**config.mk**
```make
export PLATFORM = sky130hd
export DESIGN_NAME = aclk_dma_sample_regs
export DESIGN_NICKNAME = d
export VERILOG_FILES = /design/src/aclk_pkg.sv /design/src/aclk_dma_sample_regs.sv /design/src/aclk_half_swap.sv
export SDC_FILE = /design/constraint.sdc
export NUM_CORES = 1
export LEC_CHECK = 0
export ABC_AREA = 1
export BUFFER_PORTS_ARGS = -buffer_cell sky130_fd_sc_hd__buf_2
export CORE_MARGIN = 1.5
export CORE_UTILIZATION = 47
export DETAILED_ROUTE_END_ITERATION = 8
export MAX_ROUTING_LAYER = met4
export PLACE_DENSITY_LB_ADDON = 0.25
export SLEW_MARGIN = 10
export SYNTH_ARGS = -nofsm -noshare
export SYNTH_HDL_FRONTEND = slang
export SYNTH_SLANG_ARGS = --single-unit
```
**constraint.sdc**
```tcl
create_clock -name clk_sys -period 1.4 [get_ports clk_sys]
set_clock_uncertainty 0.05 [all_clocks]
set_input_delay 0.14 -clock clk_sys [delete_from_list [all_inputs] [get_ports clk_sys]]
set_output_delay 0.14 -clock clk_sys [all_outputs]
set_load 0.005 [all_outputs]
```
**src/aclk_pkg.sv**
```systemverilog
// Purpose: Constants for the audio link DMA sample port register slice
// Assumes: Byte addresses on a plain register port, 32-bit data
// Notes: Offsets are byte addresses within the controller window
package aclk_pkg;
    localparam int unsigned ADDR_W = 16;
    localparam int unsigned DATA_W = 32;
    localparam int unsigned HALF_W = 16;
    localparam int unsigned SEL_W = 2;
    localparam int unsigned NUM_CH = 8;

    // Register byte offsets
    localparam logic [15:0] OFS_DMA_MAP_SEL = 16'hf784;
    localparam logic [15:0] OFS_PCM_OUT = 16'hf7a0;
    localparam logic [15:0] OFS_SURR_OUT = 16'hf7a4;
    localparam logic [15:0] OFS_CENTER_OUT = 16'hf7a8;
    localparam logic [15:0] OFS_LFE_OUT = 16'hf7ac;
    localparam logic [15:0] OFS_PCM_IN = 16'hf7b0;
    localparam logic [15:0] OFS_MODEM_OUT = 16'hf7b8;
    localparam logic [15:0] OFS_MODEM_IN = 16'hf7bc;
    localparam logic [15:0] OFS_REVISION = 16'hf7fc;

    // Field positions
    localparam int unsigned SEL_LSB = 0;
    localparam int unsigned LO_LSB = 0;
    localparam int unsigned HI_LSB = 16;
    localparam int unsigned REV_MINOR_LSB = 0;
    localparam int unsigned REV_MAJOR_LSB = 8;

    // Reset values
    localparam logic [1:0] SEL_RESET = 2'h0;
    localparam logic [31:0] RDATA_RESET = 32'h0000_0000;
    localparam logic [15:0] HALF_ZERO = 16'h0000;

    // Arbitrary revision values, not tied to any real part
    localparam logic [7:0] REV_MAJOR_DEF = 8'h01;
    localparam logic [7:0] REV_MINOR_DEF = 8'h00;

    // Channel index order in the request and enable vectors
    localparam int unsigned CH_PCM_OUT = 0;
    localparam int unsigned CH_SURR_OUT = 1;
    localparam int unsigned CH_CENTER_OUT = 2;
    localparam int unsigned CH_LFE_OUT = 3;
    localparam int unsigned CH_PCM_IN = 4;
    localparam int unsigned CH_MODEM_OUT = 5;
    localparam int unsigned CH_MODEM_IN = 6;
    localparam int unsigned CH_SPARE = 7;

    // Channel enable pattern per map selector value
    localparam logic [7:0] MAP_MODE0 = 8'h71;
    localparam logic [7:0] MAP_MODE1 = 8'h63;
    localparam logic [7:0] MAP_MODE2 = 8'h0f;
    localparam logic [7:0] MAP_MODE3 = 8'h17;

    localparam logic [1:0] SEL_MODE0 = 2'h0;
    localparam logic [1:0] SEL_MODE1 = 2'h1;
    localparam logic [1:0] SEL_MODE2 = 2'h2;
    localparam logic [1:0] SEL_MODE3 = 2'h3;
endpackage
```
**src/aclk_dma_sample_regs.sv**
```systemverilog
// Purpose: Channel map selector, sample data ports and revision word
// Assumes: Plain register port, read data one cycle after read strobe
// Notes: FIFOs and slot timing live outside; ports meet them by strobes
//
// Added by the designer: the address-and-strobe port.
`timescale 1ns/100ps

module aclk_dma_sample_regs
    import aclk_pkg::*;
#(
    parameter logic [7:0] REV_MAJOR = REV_MAJOR_DEF,
    parameter logic [7:0] REV_MINOR = REV_MINOR_DEF
)
(
    input wire logic clk_sys,
    input wire logic resetn,
    input wire logic big_endian,
    input wire logic [ADDR_W-1:0] reg_addr,
    input wire logic [DATA_W-1:0] reg_wdata,
    input wire logic reg_wr,
    input wire logic reg_rd,
    output logic [DATA_W-1:0] reg_rdata,
    output logic [SEL_W-1:0] dma_channel_map_sel,
    output logic [NUM_CH-1:0] chan_enable,
    input wire logic [NUM_CH-1:0] dma_req_pending,
    output logic [NUM_CH-1:0] dma_req_clear,
    output logic [HALF_W-1:0] tx_slot_a,
    output logic [HALF_W-1:0] tx_slot_b,
    output logic pcm_out_push,
    output logic surround_out_push,
    output logic center_out_push,
    output logic lfe_out_push,
    output logic modem_out_push,
    input wire logic [HALF_W-1:0] pcm_in_slot_a,
    input wire logic [HALF_W-1:0] pcm_in_slot_b,
    input wire logic [HALF_W-1:0] modem_in_slot_a,
    input wire logic [HALF_W-1:0] modem_in_slot_b,
    output logic pcm_in_pop,
    output logic modem_in_pop
);
    logic [NUM_CH-1:0] hit;
    logic [NUM_CH-1:0] next_enable;
    logic [NUM_CH-1:0] port_access;
    logic hit_sel;
    logic hit_rev;
    logic [DATA_W-1:0] wr_swapped;
    logic [DATA_W-1:0] pcm_in_word;
    logic [DATA_W-1:0] modem_in_word;
    logic [DATA_W-1:0] pcm_in_swapped;
    logic [DATA_W-1:0] modem_in_swapped;
    logic [DATA_W-1:0] next_rdata;

    // Address decode, one hit line per sample port
    always_comb begin
        hit = '0;
        hit[CH_PCM_OUT] = (reg_addr == OFS_PCM_OUT);
        hit[CH_SURR_OUT] = (reg_addr == OFS_SURR_OUT);
        hit[CH_CENTER_OUT] = (reg_addr == OFS_CENTER_OUT);
        hit[CH_LFE_OUT] = (reg_addr == OFS_LFE_OUT);
        hit[CH_PCM_IN] = (reg_addr == OFS_PCM_IN);
        hit[CH_MODEM_OUT] = (reg_addr == OFS_MODEM_OUT);
        hit[CH_MODEM_IN] = (reg_addr == OFS_MODEM_IN);
    end
    assign hit_sel = (reg_addr == OFS_DMA_MAP_SEL);
    assign hit_rev = (reg_addr == OFS_REVISION);

    // Output ports take writes, input ports take reads
    always_comb begin
        port_access = '0;
        port_access[CH_PCM_OUT] = reg_wr & hit[CH_PCM_OUT];
        port_access[CH_SURR_OUT] = reg_wr & hit[CH_SURR_OUT];
        port_access[CH_CENTER_OUT] = reg_wr & hit[CH_CENTER_OUT];
        port_access[CH_LFE_OUT] = reg_wr & hit[CH_LFE_OUT];
        port_access[CH_MODEM_OUT] = reg_wr & hit[CH_MODEM_OUT];
        port_access[CH_PCM_IN] = reg_rd & hit[CH_PCM_IN];
        port_access[CH_MODEM_IN] = reg_rd & hit[CH_MODEM_IN];
    end

    // Selector register; upper bits of the word are dropped
    always_ff @(posedge clk_sys) begin
        if (!resetn) begin
            dma_channel_map_sel <= SEL_RESET;
        end else if (reg_wr && hit_sel) begin
            dma_channel_map_sel <= reg_wdata[SEL_LSB +: SEL_W];
        end
    end

    // Channel mapping; remapping mid-transfer is software's hazard
    always_comb begin
        case (dma_channel_map_sel)
            SEL_MODE0: next_enable = MAP_MODE0;
            SEL_MODE1: next_enable = MAP_MODE1;
            SEL_MODE2: next_enable = MAP_MODE2;
            SEL_MODE3: next_enable = MAP_MODE3;
            default: next_enable = MAP_MODE0;
        endcase
    end

    always_ff @(posedge clk_sys) begin
        if (!resetn) begin
            chan_enable <= MAP_MODE0;
        end else begin
            chan_enable <= next_enable;
        end
    end

    // Request clear: each port access clears its pending request
    genvar gi;
    generate
        for (gi = 0; gi < NUM_CH; gi++) begin : g_clr
            always_ff @(posedge clk_sys) begin
                if (!resetn) begin
                    dma_req_clear[gi] <= 1'b0;
                end else begin
                    dma_req_clear[gi] <= port_access[gi] & dma_req_pending[gi];
                end
            end
        end
    endgenerate

    // Write-side halves exchanged per endian mode
    aclk_half_swap u_wr_swap (
        .big_endian(big_endian),
        .word_in(reg_wdata),
        .word_out(wr_swapped)
    );

    // Sample halves and push strobes towards the transmit FIFOs
    always_ff @(posedge clk_sys) begin
        if (!resetn) begin
            tx_slot_a <= HALF_ZERO;
            tx_slot_b <= HALF_ZERO;
            pcm_out_push <= 1'b0;
            surround_out_push <= 1'b0;
            center_out_push <= 1'b0;
            lfe_out_push <= 1'b0;
            modem_out_push <= 1'b0;
        end else begin
            if (reg_wr && (hit[CH_PCM_OUT] || hit[CH_SURR_OUT] || hit[CH_CENTER_OUT]
                    || hit[CH_LFE_OUT] || hit[CH_MODEM_OUT])) begin
                tx_slot_a <= wr_swapped[LO_LSB +: HALF_W];
                tx_slot_b <= wr_swapped[HI_LSB +: HALF_W];
            end
            pcm_out_push <= port_access[CH_PCM_OUT];
            surround_out_push <= port_access[CH_SURR_OUT];
            center_out_push <= port_access[CH_CENTER_OUT];
            lfe_out_push <= port_access[CH_LFE_OUT];
            modem_out_push <= port_access[CH_MODEM_OUT];
        end
    end

    // Receive words assembled little-endian, then swapped as needed
    assign pcm_in_word = {pcm_in_slot_b, pcm_in_slot_a};
    assign modem_in_word = {modem_in_slot_b, modem_in_slot_a};

    aclk_half_swap u_pcm_in_swap (
        .big_endian(big_endian),
        .word_in(pcm_in_word),
        .word_out(pcm_in_swapped)
    );

    aclk_half_swap u_modem_in_swap (
        .big_endian(big_endian),
        .word_in(modem_in_word),
        .word_out(modem_in_swapped)
    );

    // Read mux; write-only and unmapped addresses read zero
    always_comb begin
        next_rdata = RDATA_RESET;
        if (hit_sel) begin
            next_rdata[SEL_LSB +: SEL_W] = dma_channel_map_sel;
        end else if (hit[CH_PCM_IN]) begin
            next_rdata = pcm_in_swapped;
        end else if (hit[CH_MODEM_IN]) begin
            next_rdata = modem_in_swapped;
        end else if (hit_rev) begin
            next_rdata[REV_MAJOR_LSB +: 8] = REV_MAJOR;
            next_rdata[REV_MINOR_LSB +: 8] = REV_MINOR;
        end
    end

    // Read data stands only in the cycle after the strobe
    always_ff @(posedge clk_sys) begin
        if (!resetn) begin
            reg_rdata <= RDATA_RESET;
            pcm_in_pop <= 1'b0;
            modem_in_pop <= 1'b0;
        end else begin
            reg_rdata <= reg_rd ? next_rdata : RDATA_RESET;
            pcm_in_pop <= port_access[CH_PCM_IN];
            modem_in_pop <= port_access[CH_MODEM_IN];
        end
    end
endmodule

```
**src/aclk_half_swap.sv**
```systemverilog
// Purpose: Endian-dependent exchange of the two 16-bit sample halves
// Assumes: Pure combinational, same clock as the caller
// Notes: Shared by write and read paths alike
`timescale 1ns/100ps
module aclk_half_swap
    import aclk_pkg::*;
(
    input wire logic big_endian,
    input wire logic [DATA_W-1:0] word_in,
    output logic [DATA_W-1:0] word_out
);
    // Little endian keeps slot a low; big endian moves it high
    always_comb begin
        if (big_endian) begin
            word_out = {word_in[LO_LSB +: HALF_W], word_in[HI_LSB +: HALF_W]};
        end else begin
            word_out = word_in;
        end
    end
endmodule

```
==> flow_metrics.tcl <==
set metrics [dict create \
    outcome "completed" \
    ios 214 \
    power.leakage_nw 3.291 \
    cts_tree "yes" \
    fmax_mhz 832.3 \
    hold_class "in -> reg" \
    min_period_ps 1201 \
    grt_pass1_wl_mm 19.76 \
    worstHoldStart "resetn" \
    cp_max_fo 36 \
    r2r-end "chan_enable[5]" \
    crit_path_start_kind "input pin" \
    crit_required_ps 1630 \
    drt-total-wl_mm 12.34 \
    cts_made_buffers 9 \
    antennaDiodeCount 0 \
    root_buffer "clkbuf_8" \
    hpwl_mm 9.165 \
    io_buffers 209 \
    tns_ps 0 \
    holdBufCountCts 7 \
    clkSinkCount 85 \
    path_class "in -> reg" \
    layoutNonFillerInstCount 1043 \
    rsz0062_at_grt "no" \
    yosys_most_used_dff "dfxtp_1" \
    crit_path_end_kind "flip-flop" \
    synth_top_cells_by_area "dfxtp_1 38%, nand2_1 15%, o21ai_0 11%" \
    ys_types 31 \
    fp.dieW_um 100.7 \
    yosysWarningCount 0 \
    num_vias 5019 \
    via_per_inst 4.812 \
    layout-drive-gt1-share_pct 29.21 \
    synth.top_cell.area_share_pct 37.94 \
    die-area_um2 10140 \
    antenna_found_initial 0 \
    rows 35 \
    vdd_ir_drop_max_mv 0.6526 \
    initial_utilization_pct 48.54 \
    routabilityCongestion 0.8653 \
    fp.coreArea_um2 9240 \
    grt_usage_pct 24.74 \
    final_net_count 1038 \
    synth_enable_flop_cells 0 \
    cts_max_path_buffers 2 \
    async_flop_share_pct 0 \
    synth-seq-cells 85 \
    post_cts_resized 0 \
    maxCapViolCount 0 \
    synth-seq-area-share_pct 37.94 \
    grt_overflow 0 \
    fin_crit_sh_pct 85.82 \
    drc 0 \
    cts.clk_slew.worst_paths_ps 90 \
    r2r_slack_ps 330 \
    synth.largest_area_cell "dfxtp_1" \
    num-fill-cells 852 \
    synth_area_um2 4486 \
    pwr_density_cell_nw_per_um2 783.9 \
    grt_max_degree 61 \
    htreeDepth 3 \
    arrival_ps 1430 \
    finalPower_mw 4.714 \
    hold_path_end "chan_enable[1]" \
    firstDrtPassIters 5 \
    place_inst 1020 \
    area.growth.synth_to_final_pct 34.06 \
    avgSynthCellArea_um2 6.399 \
    finalHoldViolations 0 \
    worst_skew_pair.late_latency_ps 340 \
    yosysMostFrequentCell "nand2_1" \
    ant_nets 0 \
    r2r-start "dma_channel_map_sel[0]" \
    ys_top_cells_by_count "183 x nand2_1, 99 x inv_1, 97 x o21ai_0" \
    grt_pass1_vias 4434 \
    post_cts.repair.setup_buffers 0 \
    holdPathStages 3 \
    setup_violations 0 \
    worst-r2r-cell-count 4 \
    synth_cells 701 \
    maxSlewViolCount 0 \
    wl_per_cell_um 11.83 \
    drt_iter0_drc 207 \
    fp.dieH_um 100.7 \
]
[critical path, stage by stage]
cell and delay [ps]:
buf_2 100, inv_1 50, nand2_1 50, nor2_1 170, nand3_1 110, nor2_1 170
nor2_1 80, nand2_2 90, nand2_4 70, buf_12 170, nand2_1 70, nand2_1 40
nor2_1 110
[how the worst max path moves through the flow]
stage                     slack, ps    startpoint             to
after floorplan                  80   reg_addr[1]  reg_rdata[10]
final                           200  reg_addr[11]   tx_slot_b[4]
after global routing             70  reg_addr[11]   tx_slot_b[4]
after CTS                       240  reg_addr[11]   tx_slot_b[4]
after detailed placement       -120  reg_addr[11]   tx_slot_b[4]
after global placement          -70  reg_addr[11]   tx_slot_a[8]
[sequential cells by signal, summed over array words and instances (netlist names)]
name / cells
modem_in_pop: 1
surround_out_push: 1
lfe_out_push: 1
pcm_in_pop: 1
reg_rdata: 32
center_out_push: 1
chan_enable: 5
dma_req_clear: 7
tx_slot_a: 16
tx_slot_b: 16
modem_out_push: 1
dma_channel_map_sel: 2
pcm_out_push: 1
[layout by cell type, fill, tap and decap left out, types with 2 or more instances in the layout]
cell type        n
o21ai_1          2
dlygate4sd3_1    7
nand3_2          2
nor2_4           2
nor3_1           3
nor3b_1          6
nand2_2          2
a21oi_1         29
inv_2            3
buf_4           22
inv_6            4
nor2_2           3
conb_1           3
ha_1             4
o211ai_1        29
nor2_1          83
nand4_1          4
a211oi_1         2
inv_1           99
buf_2          209
nand2_1        183
clkbuf_8        10
nand3_1          7
dfxtp_1         85
buf_12           6
o21ai_0         97
[where the power goes]
part / total, mW / internal [mW] / switching (mW) / leakage [nW]
sequential: 2.42 / 2.42 / 0.0000387 / 0.684
combinational: 0.590 / 0.259 / 0.331 / 2.51
clock: 1.71 / 0.724 / 0.984 / 0.0943
total: 4.71 / 3.40 / 1.32 / 3.29
[cell type report]
type / count / area, um2 / area share, %
inverter: 102 / 382.9 / 6.367
timing repair buffer: 244 / 1401 / 23.30
tap: 129 / 161.4 / 2.684
clock buffer: 10 / 137.6 / 2.289
sequential: 85 / 1702 / 28.30
multi-input combinational: 467 / 2177 / 36.20
clock inverter: 6 / 51.30 / 0.8531
[logic make-up (layout without fill, tap and decap cells)]
logic type | after synthesis | count (layout) | share of synthesized area [%]
simple gates | 299 | 299 | 27.25
compound gates | 161 | 161 | 19.80
buf+inv | 150 | 362 | 13.72
flops | 85 | 85 | 37.94
fa+ha+maj | 4 | 4 | 1.116
other cells | 2 | 3 | 0.1674
[per-layer routing]
metal / track usage [%] / part of all wire (%) / vias to the layer above
li1: - / - / 2611
met1: 31.09 / 44 / 2199
met2: 41.11 / 48 / 192
met3: 4.022 / 7.0 / 17
met4: 6.934 / 1.8 / 0
met5: - / 0 / -
[metrics by stage]
step,hold WS [ps],instance area (um2),setup slack [ps],util (%)
2_1_floorplan,242.5,4489,83.84,-
3_3_place_gp,326.9,5754,-71.99,62.27
3_5_place_dp,332.3,5754,-123.3,62.27
4_1_cts,27.72,6013,237.7,65.08
5_1_grt,55.15,6013,66.63,65.08
6_report,46.40,6013,198.6,65.08
Note: power is estimated with default switching activity, not from simulation.
